--- config.mk ---
export PLATFORM = sky130hd
export DESIGN_NAME = rss_supervisor
export DESIGN_NICKNAME = d
export VERILOG_FILES = /design/src/rtl/rss_pkg.sv /design/src/rtl/rss_reset_release.sv /design/src/rtl/rss_watchdog.sv /design/src/rtl/rss_supervisor.sv
export SDC_FILE = /design/constraint.sdc
export NUM_CORES = 1
export LEC_CHECK = 0
export CAP_MARGIN = 20
export CORE_MARGIN = 4
export CORE_UTILIZATION = 40
export DETAILED_ROUTE_END_ITERATION = 10
export DONT_BUFFER_PORTS = 1
export PLACE_DENSITY = 0.5
export SYNTH_ARGS = -nofsm -noshare
export SYNTH_HDL_FRONTEND = slang
export SYNTH_SLANG_ARGS = --single-unit
--- constraint.sdc ---
create_clock -name core_clk_in -period 3.3 [get_ports core_clk_in]
set_input_delay 0.33 -clock core_clk_in [delete_from_list [all_inputs] [get_ports core_clk_in]]
set_output_delay 0.33 -clock core_clk_in [all_outputs]
set_load 0.05 [all_outputs]
--- src/rtl/rss_pkg.sv ---
package rss_pkg;

   // ==========================================================
   // Clock and timing
   localparam int CLK_FREQ_KHZ = 40000;
   localparam int RESET_PULSE_NS = 100;
   localparam int RESET_HOLD_CYCLES = (RESET_PULSE_NS * CLK_FREQ_KHZ + 999999) / 1000000;
   localparam int WDT_TICK_US = 1000;
   localparam int WDT_TICK_CYCLES = WDT_TICK_US * CLK_FREQ_KHZ / 1000;

   // ==========================================================
   // Watchdog timeout choices, in ticks
   localparam int WDT_SEL_W = 2;
   localparam int WDT_TO_TICKS_0 = 2;
   localparam int WDT_TO_TICKS_1 = 16;
   localparam int WDT_TO_TICKS_2 = 128;
   localparam int WDT_TO_TICKS_3 = 1024;

   // ==========================================================
   // Voltage monitor levels
   localparam int LV_THR_W = 4;
   localparam int LV_TRIP_BASE_MV = 1700;
   localparam int LV_TRIP_STEP_MV = 250;
   localparam int LV_TRIP_TOP_MV = 5450;
   localparam int HV_TRIP_MV = 5750;

   // ==========================================================
   // Interrupt indices
   localparam int IRQ_ALV = 0;
   localparam int IRQ_DLV = 1;
   localparam int IRQ_AHV = 2;
   localparam int IRQ_N = 3;

   // ==========================================================
   // Cause status field positions
   localparam int ST_PRECISE = 0;
   localparam int ST_EXTERNAL = 1;
   localparam int ST_SOFTWARE = 2;
   localparam int ST_WATCHDOG = 3;
   localparam int ST_ALV_RESET = 4;
   localparam int ST_DLV_RESET = 5;
   localparam int ST_ALV_IRQ = 6;
   localparam int ST_DLV_IRQ = 7;
   localparam int ST_AHV_IRQ = 8;
   localparam int ST_W = 9;

   // ==========================================================
   // Reset values
   localparam logic [ST_W-1:0] STATUS_RST = 9'h000;
   localparam logic WDT_EN_RST = 1'b0;

   // ==========================================================
   // Wake sequencing states
   typedef enum logic [1:0] {
      WK_IDLE = 2'b00,
      WK_WAIT = 2'b01,
      WK_SERVE = 2'b10
   } rss_wake_t;

endpackage

--- src/rtl/rss_reset_release.sv ---
`timescale 1ns/100ps
module rss_reset_release #(
   parameter int HOLD = rss_pkg::RESET_HOLD_CYCLES
) (
   input wire logic core_clk_in,
   input wire logic rst_n_in,
   input wire logic src_in,
   output logic rst_n_out
);
   import rss_pkg::*;

   localparam int CW = $clog2(HOLD + 1);

   generate
      if (HOLD < 1) begin : g_chk
         $error("HOLD must be at least one cycle");
      end
   endgenerate

   typedef struct packed {
      logic [CW-1:0] cnt;
      logic rst_n;
   } rss_rel_state_t;

   rss_rel_state_t s;
   rss_rel_state_t next_s;

   // ==========================================================
   // Hold counter
   always_comb begin
      next_s = s;
      if (src_in) begin
         next_s.cnt = CW'(HOLD);
         next_s.rst_n = 1'b0;
      end else if (s.cnt != '0) begin
         next_s.cnt = s.cnt - CW'(1);
         next_s.rst_n = 1'b0;
      end else begin
         next_s.rst_n = 1'b1;
      end
   end

   always_ff @(posedge core_clk_in) begin
      if (!rst_n_in) begin
         s.cnt <= CW'(HOLD);
         s.rst_n <= 1'b0;
      end else begin
         s <= next_s;
      end
   end

   assign rst_n_out = s.rst_n;
endmodule // rss_reset_release

--- src/rtl/rss_watchdog.sv ---
`timescale 1ns/100ps
module rss_watchdog #(
   parameter int TO_0 = rss_pkg::WDT_TO_TICKS_0,
   parameter int TO_1 = rss_pkg::WDT_TO_TICKS_1,
   parameter int TO_2 = rss_pkg::WDT_TO_TICKS_2,
   parameter int TO_3 = rss_pkg::WDT_TO_TICKS_3
) (
   input wire logic core_clk_in,
   input wire logic rst_n_in,
   input wire logic enable_in,
   input wire logic tick_in,
   input wire logic clear_in,
   input wire logic [rss_pkg::WDT_SEL_W-1:0] timeout_sel_in,
   output logic expire_out
);
   import rss_pkg::*;

   localparam int CW = $clog2(TO_3 + 1);

   generate
      if (TO_0 < 1 || TO_1 < TO_0 || TO_2 < TO_1 || TO_3 < TO_2) begin : g_chk
         $error("timeouts must be positive and ascending");
      end
   endgenerate

   function automatic logic [CW-1:0] limit(input logic [WDT_SEL_W-1:0] sel);
      case (sel)
         2'h0: limit = CW'(TO_0);
         2'h1: limit = CW'(TO_1);
         2'h2: limit = CW'(TO_2);
         default: limit = CW'(TO_3);
      endcase
   endfunction

   typedef struct packed {
      logic [CW-1:0] cnt;
      logic expire;
   } rss_wdt_state_t;

   rss_wdt_state_t s;
   rss_wdt_state_t next_s;

   // ==========================================================
   // Timeout counter
   always_comb begin
      next_s = s;
      next_s.expire = 1'b0;
      if (!enable_in || clear_in) begin
         next_s.cnt = '0;
      end else if (tick_in) begin
         if (s.cnt + CW'(1) >= limit(timeout_sel_in)) begin
            next_s.cnt = '0;
            next_s.expire = 1'b1;
         end else begin
            next_s.cnt = s.cnt + CW'(1);
         end
      end
   end

   always_ff @(posedge core_clk_in) begin
      if (!rst_n_in) begin
         s <= '0;
      end else begin
         s <= next_s;
      end
   end

   assign expire_out = s.expire;
endmodule // rss_watchdog

--- src/rtl/rss_supervisor.sv ---
`timescale 1ns/100ps
module rss_supervisor #(
   parameter int WDT_TICK_CYCLES = rss_pkg::WDT_TICK_CYCLES,
   parameter int RESET_HOLD = rss_pkg::RESET_HOLD_CYCLES
) (
   input wire logic core_clk_in,
   input wire logic rst_n_in,
   input wire logic sleep_mode_in,
   input wire logic hibernate_mode_in,
   input wire logic buzz_active_in,
   input wire logic precise_digital_trip_in,
   input wire logic precise_analog_trip_in,
   input wire logic analog_regulator_en_in,
   input wire logic analog_lv_below_in,
   input wire logic digital_lv_below_in,
   input wire logic analog_hv_above_in,
   input wire logic [rss_pkg::LV_THR_W-1:0] analog_lv_threshold_in,
   input wire logic [rss_pkg::LV_THR_W-1:0] digital_lv_threshold_in,
   input wire logic analog_lv_reset_mode_in,
   input wire logic digital_lv_reset_mode_in,
   input wire logic [rss_pkg::IRQ_N-1:0] irq_clear_in,
   input wire logic external_reset_n_in,
   input wire logic software_reset_wr_in,
   input wire logic software_reset_wdata_in,
   input wire logic software_reset_disable_in,
   input wire logic wdt_enable_wr_in,
   input wire logic wdt_enable_wdata_in,
   input wire logic wdt_clear_in,
   input wire logic [rss_pkg::WDT_SEL_W-1:0] wdt_timeout_sel_in,
   output logic device_reset_n_out,
   output logic precise_digital_enable_out,
   output logic precise_analog_enable_out,
   output logic lv_monitor_enable_out,
   output logic [rss_pkg::LV_THR_W-1:0] analog_lv_threshold_out,
   output logic [rss_pkg::LV_THR_W-1:0] digital_lv_threshold_out,
   output logic analog_low_voltage_irq_out,
   output logic digital_low_voltage_irq_out,
   output logic analog_high_voltage_irq_out,
   output logic wake_request_out,
   output logic [rss_pkg::ST_W-1:0] reset_status_out,
   output logic wdt_enable_out
);
   import rss_pkg::*;

   localparam int TICK_W = $clog2(WDT_TICK_CYCLES);

   generate
      if (WDT_TICK_CYCLES < 2) begin : g_chk_tick
         $error("WDT_TICK_CYCLES must be at least two");
      end
      if (LV_TRIP_BASE_MV + LV_TRIP_STEP_MV * ((1 << LV_THR_W) - 1) != LV_TRIP_TOP_MV)
      begin : g_chk_thr
         $error("threshold code width does not cover the trip span");
      end
      if (HV_TRIP_MV <= LV_TRIP_TOP_MV) begin : g_chk_hv
         $error("high-voltage level must lie above the low-voltage span");
      end
   endgenerate

   // Monitors powered: never in hibernate, in sleep only while buzzed
   function automatic logic monitor_live(input logic sleep, input logic hib,
                                         input logic buzz);
      monitor_live = !hib && (!sleep || buzz);
   endfunction

   typedef struct packed {
      logic precise_dig_en;
      logic precise_ana_en;
      logic lv_mon_en;
      logic [LV_THR_W-1:0] alv_thr;
      logic [LV_THR_W-1:0] dlv_thr;
      logic [IRQ_N-1:0] pend;
      logic [IRQ_N-1:0] irq;
      rss_wake_t wake;
      logic wake_req;
      logic [ST_W-1:0] status;
      logic wdt_en;
      logic sw_hit;
      logic por_done;
      logic [TICK_W-1:0] tick_cnt;
      logic tick;
   } rss_core_state_t;

   rss_core_state_t s;
   rss_core_state_t next_s;

   logic dev_rst_n;
   logic wdt_expire;
   logic precise_trip;
   logic ext_active;
   logic alv_evt;
   logic dlv_evt;
   logic ahv_evt;
   logic alv_rst;
   logic dlv_rst;
   logic reset_src;
   logic awake;
   logic [IRQ_N-1:0] irq_evt;
   logic [ST_W-1:0] cause;

   // ==========================================================
   // Reset sources
   always_comb begin
      precise_trip = (precise_digital_trip_in && s.precise_dig_en) ||
                     (precise_analog_trip_in && s.precise_ana_en);
      ext_active = !external_reset_n_in;
      alv_evt = s.lv_mon_en && analog_lv_below_in;
      dlv_evt = s.lv_mon_en && digital_lv_below_in;
      ahv_evt = s.lv_mon_en && analog_hv_above_in;
      alv_rst = alv_evt && analog_lv_reset_mode_in;
      dlv_rst = dlv_evt && digital_lv_reset_mode_in;
      irq_evt = '0;
      irq_evt[IRQ_ALV] = alv_evt && !analog_lv_reset_mode_in;
      irq_evt[IRQ_DLV] = dlv_evt && !digital_lv_reset_mode_in;
      irq_evt[IRQ_AHV] = ahv_evt;
      reset_src = precise_trip || ext_active || s.sw_hit || wdt_expire ||
                  alv_rst || dlv_rst;
      cause = '0;
      cause[ST_PRECISE] = precise_trip;
      cause[ST_EXTERNAL] = ext_active;
      cause[ST_SOFTWARE] = s.sw_hit;
      cause[ST_WATCHDOG] = wdt_expire;
      cause[ST_ALV_RESET] = alv_rst;
      cause[ST_DLV_RESET] = dlv_rst;
      awake = !sleep_mode_in && !hibernate_mode_in;
   end

   // ==========================================================
   // Next state
   always_comb begin
      next_s = s;
      next_s.precise_dig_en = monitor_live(sleep_mode_in, hibernate_mode_in,
                                           buzz_active_in);
      next_s.precise_ana_en = monitor_live(sleep_mode_in, hibernate_mode_in,
                                           buzz_active_in) && analog_regulator_en_in;
      next_s.lv_mon_en = monitor_live(sleep_mode_in, hibernate_mode_in,
                                      buzz_active_in) && s.por_done;
      next_s.alv_thr = analog_lv_threshold_in;
      next_s.dlv_thr = digital_lv_threshold_in;
      next_s.por_done = s.por_done || dev_rst_n;
      next_s.sw_hit = software_reset_wr_in && software_reset_wdata_in &&
                      !software_reset_disable_in && dev_rst_n;
      if (wdt_enable_wr_in && wdt_enable_wdata_in) begin
         next_s.wdt_en = 1'b1;
      end
      next_s.tick = 1'b0;
      if (s.tick_cnt == TICK_W'(WDT_TICK_CYCLES - 1)) begin
         next_s.tick_cnt = '0;
         next_s.tick = 1'b1;
      end else begin
         next_s.tick_cnt = s.tick_cnt + TICK_W'(1);
      end
      if (|cause) begin
         next_s.status = cause;
      end else if (|irq_evt) begin
         next_s.status = '0;
         next_s.status[ST_ALV_IRQ] = irq_evt[IRQ_ALV];
         next_s.status[ST_DLV_IRQ] = irq_evt[IRQ_DLV];
         next_s.status[ST_AHV_IRQ] = irq_evt[IRQ_AHV];
      end
      next_s.pend = (s.pend & ~irq_clear_in) | irq_evt;
      case (s.wake)
         WK_IDLE: begin
            if ((|irq_evt) && !awake) begin
               next_s.wake = WK_WAIT;
            end
         end
         WK_WAIT: begin
            if (awake) begin
               next_s.wake = WK_SERVE;
            end
         end
         WK_SERVE: begin
            next_s.wake = WK_IDLE;
         end
         default: begin
            next_s.wake = WK_IDLE;
         end
      endcase
      next_s.wake_req = (next_s.wake == WK_WAIT);
      next_s.irq = next_s.pend & {IRQ_N{awake && (next_s.wake != WK_WAIT)}};
      if (!dev_rst_n) begin
         next_s.pend = '0;
         next_s.irq = '0;
         next_s.wake = WK_IDLE;
         next_s.wake_req = 1'b0;
         next_s.tick_cnt = '0;
         next_s.tick = 1'b0;
      end
   end

   always_ff @(posedge core_clk_in) begin
      if (!rst_n_in) begin
         s <= '0;
         s.status <= STATUS_RST;
         s.wdt_en <= WDT_EN_RST;
      end else begin
         s <= next_s;
      end
   end

   // ==========================================================
   // Reset release and watchdog
   rss_reset_release #(
      .HOLD(RESET_HOLD)
   ) u_release (
      .core_clk_in(core_clk_in),
      .rst_n_in(rst_n_in),
      .src_in(reset_src),
      .rst_n_out(dev_rst_n)
   );

   rss_watchdog u_watchdog (
      .core_clk_in(core_clk_in),
      .rst_n_in(rst_n_in),
      .enable_in(s.wdt_en && dev_rst_n),
      .tick_in(s.tick),
      .clear_in(wdt_clear_in),
      .timeout_sel_in(wdt_timeout_sel_in),
      .expire_out(wdt_expire)
   );

   // ==========================================================
   // Outputs
   assign device_reset_n_out = dev_rst_n;
   assign precise_digital_enable_out = s.precise_dig_en;
   assign precise_analog_enable_out = s.precise_ana_en;
   assign lv_monitor_enable_out = s.lv_mon_en;
   assign analog_lv_threshold_out = s.alv_thr;
   assign digital_lv_threshold_out = s.dlv_thr;
   assign analog_low_voltage_irq_out = s.irq[IRQ_ALV];
   assign digital_low_voltage_irq_out = s.irq[IRQ_DLV];
   assign analog_high_voltage_irq_out = s.irq[IRQ_AHV];
   assign wake_request_out = s.wake_req;
   assign reset_status_out = s.status;
   assign wdt_enable_out = s.wdt_en;
endmodule // rss_supervisor

# Yosys cells after proc, flatten, opt, wreduce, memory -nomap -nowiden
# Index checks and enable logic that the tools add are counted.
[word_totals]
register_bits = 65
output_inout_bits = 26
[classes]
add_sub_neg = 3
n_lt_le_gt_ge = 1
n_eq_ne = 6
muxes = 12
n_bitwise = 7
n_reduce_logical = 49
[ops]
columns = ["cell", "count"]
rows = [
  ["11-bit two-way mux", 3],
  ["11-bit case mux with 3 select lines", 1],
  ["1-bit logical AND", 20],
  ["16-bit by 1-bit adder with 16-bit output, second input constant", 1],
  ["16-bit == test, second input constant", 1],
  ["6-bit two-way mux", 2],
  ["11-bit by 1-bit adder with 11-bit output, second input constant", 1],
  ["11-bit greater-or-equal comparator", 1],
  ["1-bit logical OR", 9],
  ["3-bit OR reduction", 3],
  ["1-bit zero test", 8],
  ["7-bit OR reduction", 1],
  ["3-bit bitwise AND", 2],
  ["2-bit by 1-bit == test with 1-bit output, second input constant", 3],
  ["6-bit OR reduction", 1],
  ["2-bit zero test", 2],
  ["2-bit two-way mux", 2],
  ["2-bit case mux with 2 select lines", 1],
  ["2-bit OR reduction", 2],
  ["1-bit two-way mux", 3],
  ["1-bit inverter", 3],
  ["3-bit inverter", 1],
  ["3-bit bitwise OR", 1],
  ["3-bit nonzero test", 1],
  ["5 further kinds", 5],
]

# Depth between registers and ports, before layout
# Gate-level depths: netlist (run 1).
[logic_depth]
ltp_word = 9
mapped_depth = 12
depth_no_buf = 12

# Cells and area by module
# Synthesis (run 1) repeated with hierarchy kept, for this count alone.
[unflattened]
cells_unflattened = 353
area_unflattened_um2 = 3211.8
[modules_own_cells]
columns = ["mod", "n_inst", "cells_each", "area_per_inst_um2"]
rows = [
  ["rss_supervisor", 1, 201, 1914.3],
  ["rss_watchdog", 1, 134, 1128.6],
  ["rss_reset_release", 1, 18, 168.9],
]

# Worst setup path after synthesis (run 1)
# OpenSTA, ideal clock, no wires.
[synth_path]
path_kind = "register to register"
from = "register u_watchdog.s[2] (netlist name)"
to = "register u_watchdog.s[11] (netlist name)"
arrival_time_ps = 2745
required_time_ps = 3212
path_slack_ps = 468
stages_incl_launch_ff = 13
cell_sequence = "dfxtp_1 -> ha_1 -> nand3_1 -> nor2_1 -> and3_1 -> xnor2_1 -> inv_1 -> ha_1 -> or2_2 -> or3_1 -> o22ai_1 -> o211ai_1 -> o31ai_1"
[synth_between]
elab_chain_len = 3
[synth_lines]
columns = ["item", "line_no", "rtl"]
rows = [
  ["start, declared", "rss_watchdog.sv:40", "rss_wdt_state_t s;"],
  ["start signal, assigned", "rss_watchdog.sv:64", "s <= next_s;"],
  ["11-bit by 1-bit adder with 11-bit output (*)", "rss_watchdog.sv:51, rss_watchdog.sv:55", ""],
  ["11-bit greater-or-equal comparator", "rss_watchdog.sv:51", "if (s.cnt + CW'(1) >= limit(timeout_sel_in)) begin"],
  ["11-bit two-way mux (*)", "rss_watchdog.sv:51", ""],
]
# Every way passes the cells marked *; elsewhere a longest branch is shown, timed or not.
# A chain may end at the register's enable or synchronous reset.

# Final worst setup path (run 1)
[layout_path]
from = "register u_watchdog.s[2] (netlist name)"
to = "register u_watchdog.s[10] (netlist name)"
# Same word-level chain as after synthesis.

==> run summary, run 1 <==
leak pwr: 1.06 nW
share of cells above drive strength 1: 0.0997
Mapped Cells: 316
Final Setup Violations: 0
final HPWL from detailed placement: 4040 µm
synth cell count leaders: dfxtp_1 (65), nor2_1 (35), nand2_1 (29)
Slew @ Worst Pin: 0.705 ns
final total power: 1.52 mW
Final Critical Period: 3.03 ns
Inst Count DP: 391
most numerous cell in the Yosys netlist: dfxtp_1
Peak Freq: 330 MHz
CTS tree: yes
CTS Root Cell: clkbuf_8
I/O pins: 59
slowest CP cell: dfxtp_2
status: finished, final reports clean
register area share after synthesis: 0.452
first-pass GRT wire length: 9180 µm
synth warn: 0
Antenna diodes: 0
internal power: 1.16 mW
Hold WC Path Type: input port to register
GRT Residual Overflow: 0
post-place setup slack: 0.107 ns
CP Capture Type: register
full die area: 8610 µm²
Reg clk slew, reported paths: 0.07 ns
area delta synth->final: 7.05%
TritonCTS Buffers: 9
CTS Sinks: 65
Core Area: 6910 µm²
DR DRC count: 0
Final WS setup: 0.267 ns
Comb pwr share: 0.031
number of flops mapped to enable cells by yosys: 0
die height: 92.8 µm
RSZ-0062 raised after global routing: false
CTS Buffer Depth: 2
area leader, netlist: dfxtp_1
synthesized area per cell: 9.10 µm²
Initial Utilization: 0.416
largest cells by area after synthesis: dfxtp_1 (45%), nor2_1 (4.6%), buf_4 (4.4%), xnor2_1 (4.3%), xor2_1 (4.0%)
via count: 2026
#FFs+latches synth: 65
maximum vdd drop: 0.180 mV
Buffers & Inverters on Critical Path: 2
Max stage delay on crit path: 0.40 ns
critical path's top delay family: simple AND/OR/NAND/NOR gates
Placer Congestion: 0.803
CP cell instances: ha_2, nand3_1, nor2_2, and3_1, xnor2_1, inv_1, ha_1, or2_2, or3_1, o22ai_2, o211ai_1, buf_4, o22ai_1
CP arrival: 3.30 ns
TNS Setup: 0 ns
H-tree depth: 3
fin. max-slew vios: 0
syn nets: 357
CP startpoint kind: register
largest net degree at the start of global routing: 22
WP data required: 3.57 ns
Final Skew: 0.00947 ns
FP Rows: 30
non-filler cells, final: 407
Synth top area share: 0.452
Nets: 348
drt wl/cell: 13.9 µm
die width: 92.8 µm
WS Path Type: register to register
PortBufs: 0
Routed WL: 5650 µm
Worst-Skew Late Latency: 0.34 ns
TritonRoute pass-1 iters: 6
Psw: 0.364 mW
pwr/cell area: 494 nW/µm²
drt initial violations: 47
antenna-violating nets left: 0
Top FF cell, synth: dfxtp_1
mapped cell area: 2880 µm²
cts hold-fix bufs: 0
sequential share of power: 0.548
relative slew slack: 0.529
final hold vios: 0
Max-Cap Viols: 0
Final Util: 0.446
post-synthesis cell type count: 48
Synth async-reset ratio: 0
fill count: 675
vias in the first global route: 1885
Net Sw Frac: 0.239
clock power share: 0.421
post-DR vias/cell: 4.98
initial antenna violation count: 0
period utilization: 0.919
critical-path maximum fanout: 7
GRT Total Usage: 0.136
## layer usage
metal | share of wire | global-route usage
met1 | 0.47 | 0.181
met2 | 0.45 | 0.197
met3 | 0.056 | 0.0349
met4 | 0.025 | 0.0806
met5 | 0 | 0
## flip-flops by register name, indices dropped and copies added (netlist names), 3 cells and up
signal / cells
s: 23
u_watchdog.s: 11
reset_status_out: 9
analog_lv_threshold_out: 4
digital_lv_threshold_out: 4
u_release.s: 3
## power by group through the flow
stage          sequential [mW]  clock, mW  combinational [mW]
5_1_grt                  0.834      0.704              0.0540
3_3_place_gp             0.852          0              0.0470
6_report                 0.833      0.641              0.0474
2_1_floorplan            0.827          0              0.0723
4_1_cts                  0.834      0.668              0.0482
3_5_place_dp             0.852          0              0.0480
## cells by family (layout without fill, tap and decap cells)
logic type | Yosys count | in the layout | share of synthesized area
and+or+nand+nor | 137 | 137 | 0.246
muxes | 1 | 1 | 0.00348
buffers and inverters | 33 | 28 | 0.0657
DFF | 65 | 65 | 0.452
xor gates and xnor gates | 27 | 27 | 0.0822
AOI/OAI and AO/OA | 45 | 45 | 0.115
adders and majority gates | 8 | 8 | 0.0348
## cell usage in the layout, fill, tap and decap left out, types with 6 or more instances in the layout
master	n
and2_1	15
nand2b_1	6
xnor2_1	14
ha_1	7
nand4_1	8
nor2_1	34
a21oi_1	12
a211oi_1	7
nand2_1	29
xor2_1	13
nand3_1	6
nor2b_1	8
dfxtp_1	64
clkbuf_8	9
inv_1	10
## worst paths after layout
path                                       from                          end  slack [ns]  cells after the start
worst min-delay path              sleep_mode_in  digital_low_voltage_irq_out        0.05                      1
worst min register to register            s[31]                        s[31]        0.44                      1
worst max-delay path            u_watchdog.s[2]             u_watchdog.s[10]        0.27                     13
worst max register to register  u_watchdog.s[2]             u_watchdog.s[10]        0.27                     13
## layout make-up
type / count / area, µm² / area share
Multi-Input combinational cell: 218 / 1410 / 0.459
Sequential cell: 65 / 1300 / 0.423
Clock buffer: 9 / 124 / 0.0402
Tap cell: 96 / 120 / 0.0390
Clock inverter: 6 / 60.1 / 0.0195
Inverter: 10 / 37.5 / 0.0122
Timing Repair Buffer: 3 / 22.5 / 0.00731
## timing repair
action                                  in CTS  in global routing
endpoints found under the setup margin       0                 12
gates resized for setup                      0                  6
setup buffers                                0                  1
endpoints found under the hold margin        0                  0
## metrics by stage
| stage | instance area, µm² | hold slack [ns] |
|---|---|---|
| floorplan | 2880 | 0.407 |
| global placement | 2860 | 0.406 |
| detailed placement | 2860 | 0.410 |
| CTS | 3040 | 0.0366 |
| global route | 3080 | 0.0364 |
| finish | 3080 | 0.0536 |
(Power assumes the default switching activity.)
==> run 2, diff against run 1 <==
RECOVER_POWER = 25   (was unset)
SYNTH_HIERARCHICAL = 1   (was unset)
==> run 2 against run 1 <==
Critical path type unchanged; highest routed layer unchanged; wire length grew 15%; largest power group unchanged; worst setup slack gained 0.038 ns; first-iteration DRC count grew 68%; sequential power is essentially flat.
==> run summary, run 2 <==
status: finished, final reports clean
Core Area: 7770 µm² (+12%)
CTS Root Cell: clkbuf_8
Highest Signal Layer: met4
Reg2Reg Launch Point: u_watchdog/s[2]
synthesized area per cell: 9.10 µm² (about the same)
Max-Cap Viols: 0 (unchanged)
TritonCTS Buffers: 9 (unchanged)
hold endpoint: reset_status_out[1]
Buffers & Inverters on Critical Path: 0 (-2)
number of flops mapped to enable cells by yosys: 0 (unchanged)
I/O pins: 59 (unchanged)
antenna-violating nets left: 0 (unchanged)
Peak Freq: 334 MHz (+1.3%)
Slew @ Worst Pin: 0.731 ns (+0.0259 ns)
CP startpoint kind: register
critical-path maximum fanout: 13 (+6)
Reg2Reg Depth: 12 (-1)
commonest non-fill, non-tap cell in the layout: dfxtp_1
maximum vdd drop: 0.289 mV (+60%)
via count: 2298 (+13%)
fin area: 3360 µm² (+9.1%)
critical path's top delay family: simple AND/OR/NAND/NOR gates
share of cells above drive strength 1: 0.105 (+0.00528)
DR DRC count: 0 (unchanged)
max reg flops: 23 (unchanged)
R2R Setup Slk: 0.30 ns (+0.04 ns)
syn nets: 394 (+10%)
PortBufs: 0 (unchanged)
post-place setup slack: 0.194 ns (+0.0871 ns)
post-synthesis cell type count: 59 (+23%)
CP cell instances: ha_1, nand3_1, or2_4, nor2_1, xor2_1, ha_1, and3_1, nand3_1, a21oi_4, a2111oi_0, o211ai_1, nand2_1
final HPWL from detailed placement: 4730 µm (+17%)
Top FF cell, synth: dfxtp_1
CTS tree: yes
fin. max-slew vios: 0 (unchanged)
Hold WC Path Type: input port to register
synth cell count leaders: dfxtp_1 (65), nor2_1 (33), nand2_1 (32)
Biggest register: s
drt initial violations: 79 (+68%)
Mapped Cells: 353 (+12%)
Max stage delay on crit path: 0.42 ns (+0.02 ns)
synth warn: 6 (+6)
pwr/cell area: 474 nW/µm² (-4.0%)
metal2 WL: 3100 µm (+23%)
drt wl/cell: 14.6 µm (+5.1%)
post-DR vias/cell: 5.16 (+3.7%)
CTS Buffer Depth: 2 (unchanged)
Met1 Wirelength: 3110 µm (+16%)
Area after DPL: 3150 µm² (+10%)
slowest CP cell: dfxtp_1
TNS Setup: 0 ns (unchanged)
die width: 97.6 µm (+5.2%)
leak pwr: 1.09 nW (+3.1%)
GRT Total Usage: 0.141 (+0.00523)
Final Critical Period: 3.00 ns (-0.0377 ns)
Routed WL: 6490 µm (+15%)
Worst Hold Depth: 1 (unchanged)
R2R Path End: u_watchdog/s[6]
CP Capture Type: register
GRT Residual Overflow: 0 (unchanged)
Final Setup Violations: 0 (unchanged)
CTS Sinks: 65 (unchanged)
final hold vios: 0 (unchanged)
full die area: 9530 µm² (+11%)
first-pass GRT wire length: 11100 µm (+21%)
Nets: 379 (+8.9%)
fill count: 781 (+16%)
met3 wire length: 223 µm (-29%)
FP Rows: 32 (+6.7%)
relative slew slack: 0.512 (-0.0166)
largest net degree at the start of global routing: 21 (-4.5%)
#FFs+latches synth: 65 (unchanged)
Final Skew: 0.0106 ns (+0.00112 ns)
area delta synth->final: 4.64%
TritonRoute pass-1 iters: 4 (-2)
Synth async-reset ratio: 0 (unchanged)
Synth top area share: 0.405 (-0.0472)
final total power: 1.59 mW (+4.8%)
most frequent cells in the layout: dfxtp_1 (65), nor2_1 (33), nand2_1 (33), nand3_1 (17), xnor2_1 (15)
Initial Utilization: 0.413 (-0.00299)
period utilization: 0.908 (-0.0114)
Placer Congestion: 0.781 (-2.8%)
Final Util: 0.433 (-0.0132)
HP Start: external_reset_n_in
Worst-Skew Late Latency: 0.34 ns (about the same)
die height: 97.6 µm (+5.2%)
register area share after synthesis: 0.405 (-0.0472)
most numerous cell in the Yosys netlist: dfxtp_1
cts hold-fix bufs: 0 (unchanged)
H-tree depth: 3 (unchanged)
CP arrival: 3.22 ns (-0.08 ns)
WS Path Type: register to register
WP data required: 3.52 ns (-0.05 ns)
largest cells by area after synthesis: dfxtp_1 (41%), buf_4 (4.4%), xnor2_1 (4.1%), nor2_1 (3.9%), nand2_1 (3.7%)
Reg clk slew, reported paths: 0.08 ns (about the same)
RSZ-0062 raised after global routing: false
Antenna diodes: 0 (unchanged)
vias in the first global route: 2303 (+22%)
initial antenna violation count: 0 (unchanged)
mapped cell area: 3210 µm² (+12%)
area leader, netlist: dfxtp_1
Final WS setup: 0.305 ns (+0.0377 ns)
==> run 2: cell types whose count changed in the layout (fill, tap and decap cells not counted), moves of 5 or more <==
cell / delta
nand3_1: +11
xor2_1: -9
nand3b_1: +7
o211ai_1: +6
nand4b_1: +5
o21ai_0: -5
or3_1: -5
==> run 2: power breakdown <==
group	total (mW)	leakage (nW)	internal, mW	switching (mW)
Combinational	0.0534	0.458	0.0236	0.0298
Sequential	0.834	0.527	0.796	0.0381
Clock	0.707	0.103	0.365	0.342
==> run 2: kinds of logic after synthesis <==
| family | synth area share |
|---|---|
| AOI/OAI and AO/OA | 0.153 |
| xor gates and xnor gates | 0.0518 |
| adders and majority gates | 0.0312 |
| buffers and inverters | 0.0760 |
| DFF | 0.405 |
| muxes | 0.00701 |
| and+or+nand+nor | 0.275 |
==> run 2: layout make-up <==
cell class	instances	area, µm²	share of cell area
clock buffers	9	124	0.0369
clock inverters	7	83.8	0.0249
inverters	9	33.8	0.0101
multi-input cells	250	1670	0.497
flip-flops and latches	65	1300	0.387
well taps	102	128	0.0380
repair buffers	3	18.8	0.00558
==> run 2: per-layer routing <==
layer  vias up  track usage
met5         -            0
met4         0       0.0405
met3         6       0.0445
met2        26        0.226
met1      1052        0.183
li1       1214            -
==> run 2: what timing repair did <==
action	CTS	global route
endpoints found under the hold margin	0	0
buffers inserted	0	0
endpoints found under the setup margin	0	6
gates resized for setup	0	1
==> run 2: through the flow <==
| step | hold WS, ns | instances |
|---|---|---|
| 3_3_place_gp | 0.420 | 429 |
| 4_1_cts | 0.0548 | 445 |
| 2_1_floorplan | 0.407 | 353 |
| 6_report | 0.0731 | 445 |
| 3_5_place_dp | 0.425 | 429 |
| 5_1_grt | 0.0632 | 445 |
==> run 2: worst max-delay path by stage <==
stage	cells past startpoint	to	from	slack [ns]
after floorplan	13	u_watchdog/s[9]	u_watchdog/s[1]	0.62
after global placement	12	u_watchdog/s[6]	u_watchdog/s[2]	0.32
after detailed placement	12	u_watchdog/s[8]	u_watchdog/s[2]	0.19
after CTS	12	u_watchdog/s[6]	u_watchdog/s[2]	0.16
after global routing	12	u_watchdog/s[6]	u_watchdog/s[2]	0.03
final	12	u_watchdog/s[6]	u_watchdog/s[2]	0.30
==> run 3, diff against run 2 <==
SYNTH_HIERARCHICAL = unset   (was 1)
==> run 3 against run 2 <==
Clock-buffer cell count unchanged; highest routed layer unchanged; die area decreased by 9.6%; worst setup slack got worse by 0.039 ns; critical endpoint is now u_watchdog.s[10].
==> run summary, run 3 (synthesized netlist as in run 1, its figures left out) <==
CP arrival: 3.31 ns (+0.09 ns)
clock power share: 0.421 (-0.022)
Initial Utilization: 0.416 (+0.00299)
antenna-violating nets left: 0 (unchanged)
most frequent cells in the layout: dfxtp_1 (64), nor2_1 (34), nand2_1 (29), xnor2_1 (14), xor2_1 (13)
die height: 92.8 µm (-4.9%)
Area after DPL: 2860 µm² (-9.2%)
area delta synth->final: 6.92%
CTS Sinks: 65 (unchanged)
H-tree depth: 3 (unchanged)
Net Sw Frac: 0.239 (-0.0179)
Psw: 0.364 mW (-11%)
fin. max-slew vios: 0 (unchanged)
Antenna diodes: 0 (unchanged)
RSZ-0062 raised after global routing: false
Comb pwr share: 0.031 (-0.003)
largest net degree at the start of global routing: 22 (+4.8%)
TNS Setup: 0 ns (unchanged)
internal power: 1.16 mW (-2.3%)
max reg flops: 23 (unchanged)
Hold WC Path Type: input port to register
PortBufs: 0 (unchanged)
commonest non-fill, non-tap cell in the layout: dfxtp_1
maximum vdd drop: 0.180 mV (-38%)
leak pwr: 1.05 nW (-3.6%)
pwr/cell area: 495 nW/µm² (+4.3%)
final HPWL from detailed placement: 4040 µm (-15%)
cell depth of the worst setup path: 13 (+1)
final hold vios: 0 (unchanged)
Max-Cap Viols: 0 (unchanged)
WP data required: 3.57 ns (+0.05 ns)
Peak Freq: 330 MHz (-1.3%)
sequential share of power: 0.548 (+0.025)
relative slew slack: 0.505 (-0.00772)
Reg2Reg Depth: 13 (+1)
critical-path maximum fanout: 7 (-6)
Final Critical Period: 3.03 ns (+0.0391 ns)
die width: 92.8 µm (-4.9%)
Worst-Skew Late Latency: 0.34 ns (about the same)
Final Setup Violations: 0 (unchanged)
Buffers & Inverters on Critical Path: 2 (+2)
DR DRC count: 0 (unchanged)
TritonRoute pass-1 iters: 6 (+2)
post-DR vias/cell: 4.99 (-3.4%)
CP Capture Type: register
critical path's top delay family: simple AND/OR/NAND/NOR gates
FP Rows: 30 (-6.3%)
Placer Congestion: 0.803 (+2.8%)
fill count: 677 (-13%)
slowest CP cell: dfxtp_2
CTS Buffer Depth: 2 (unchanged)
period utilization: 0.920 (+0.0118)
hold endpoint: digital_low_voltage_irq_out
via count: 2030 (-12%)
vias in the first global route: 1885 (-18%)
status: finished, final reports clean
TritonCTS Buffers: 9 (unchanged)
Reg clk slew, reported paths: 0.07 ns (about the same)
first-pass GRT wire length: 9180 µm (-18%)
Slew @ Worst Pin: 0.743 ns (+0.0116 ns)
full die area: 8610 µm² (-9.6%)
drt wl/cell: 13.9 µm (-5.0%)
Reg2Reg Launch Point: u_watchdog.s[2]
I/O pins: 59 (unchanged)
R2R Setup Slk: 0.27 ns (-0.04 ns)
CTS Root Cell: clkbuf_8
initial antenna violation count: 0 (unchanged)
Core Area: 6910 µm² (-11%)
drt initial violations: 45 (-43%)
Max stage delay on crit path: 0.40 ns (-0.02 ns)
Nets: 348 (-8.2%)
HP Start: sleep_mode_in
R2R Path End: u_watchdog.s[10]
GRT Total Usage: 0.136 (-0.00523)
Biggest register: s
Worst Hold Depth: 1 (unchanged)
WS Path Type: register to register
Final Skew: 0.00947 ns (-0.00112 ns)
fin area: 3080 µm² (-8.5%)
cts hold-fix bufs: 0 (unchanged)
share of cells above drive strength 1: 0.0965 (-0.00849)
GRT Residual Overflow: 0 (unchanged)
CTS tree: yes
Routed WL: 5640 µm (-13%)
CP startpoint kind: register
CP cell instances: ha_2, nand3_1, nor2_2, and3_1, xnor2_1, inv_1, ha_1, or2_2, or3_1, o22ai_2, o211ai_1, buf_4, o22ai_1
==> run 3: timing repair <==
| item | 4_1_cts | 5_1_grt |
|---|---|---|
| resized for setup | 0 | 6 |
| endpoints found under the setup margin | 0 | 12 |
| setup buffers | 0 | 1 |
==> run 3: through the flow <==
stage | hold slack [ns] | instances | utilization | power (mW) | setup WS, ns
finish | 0.0536 | 407 | 0.445 | 1.52 | 0.265
floorplan | 0.407 | 316 | - | 0.899 | 0.468
detailed placement | 0.410 | 391 | 0.414 | 0.900 | 0.107
CTS | 0.0366 | 406 | 0.441 | 1.55 | 0.0716
global placement | 0.406 | 391 | 0.414 | 0.899 | 0.195
global route | 0.0364 | 407 | 0.445 | 1.59 | 0.0210
==> run 3: power by group through the flow <==
stage / Combinational, mW / Sequential, mW / Clock [mW]
floorplan: 0.0723 / 0.827 / 0
CTS: 0.0482 / 0.834 / 0.668
global route: 0.0536 / 0.834 / 0.704
finish: 0.0471 / 0.833 / 0.641
global placement: 0.0470 / 0.852 / 0
detailed placement: 0.0480 / 0.852 / 0
==> run 3: worst max path at each step <==
stage               startpoint                to  slack, ns
2_1_floorplan  u_watchdog.s[2]  u_watchdog.s[11]       0.47
3_3_place_gp   u_watchdog.s[2]  u_watchdog.s[11]       0.19
3_5_place_dp   u_watchdog.s[2]  u_watchdog.s[11]       0.11
4_1_cts        u_watchdog.s[2]   u_watchdog.s[2]       0.07
5_1_grt        u_watchdog.s[2]   u_watchdog.s[2]       0.02
6_report       u_watchdog.s[2]  u_watchdog.s[10]       0.27
==> run 3: metal layers <==
layer	wire, µm	part of all wire	track usage
met4	141	0.025	0.0806
met3	309	0.055	0.0349
met2	2520	0.45	0.197
met1	2680	0.47	0.181
met5	0	0	0
==> run 3: layout make-up <==
class,instances,area (µm²),area share
sequential,65,1300,0.424
inverter,10,37.5,0.0122
clock buffer,9,124,0.0403
clock inverter,6,60.1,0.0195
timing repair buffer,3,18.8,0.00610
tap,96,120,0.0391
multi-input combinational,218,1410,0.459
==> run 3: worst register-to-register path, cell delays in order (launching register included) <==
cell and delay, ns:
dfxtp_2 0.40, ha_2 0.26, nand3_1 0.16, nor2_2 0.21, and3_1 0.20, xnor2_1 0.14
inv_1 0.07, ha_1 0.20, or2_2 0.34, or3_1 0.33, o22ai_2 0.15, o211ai_1 0.20
buf_4 0.22, o22ai_1 0.09
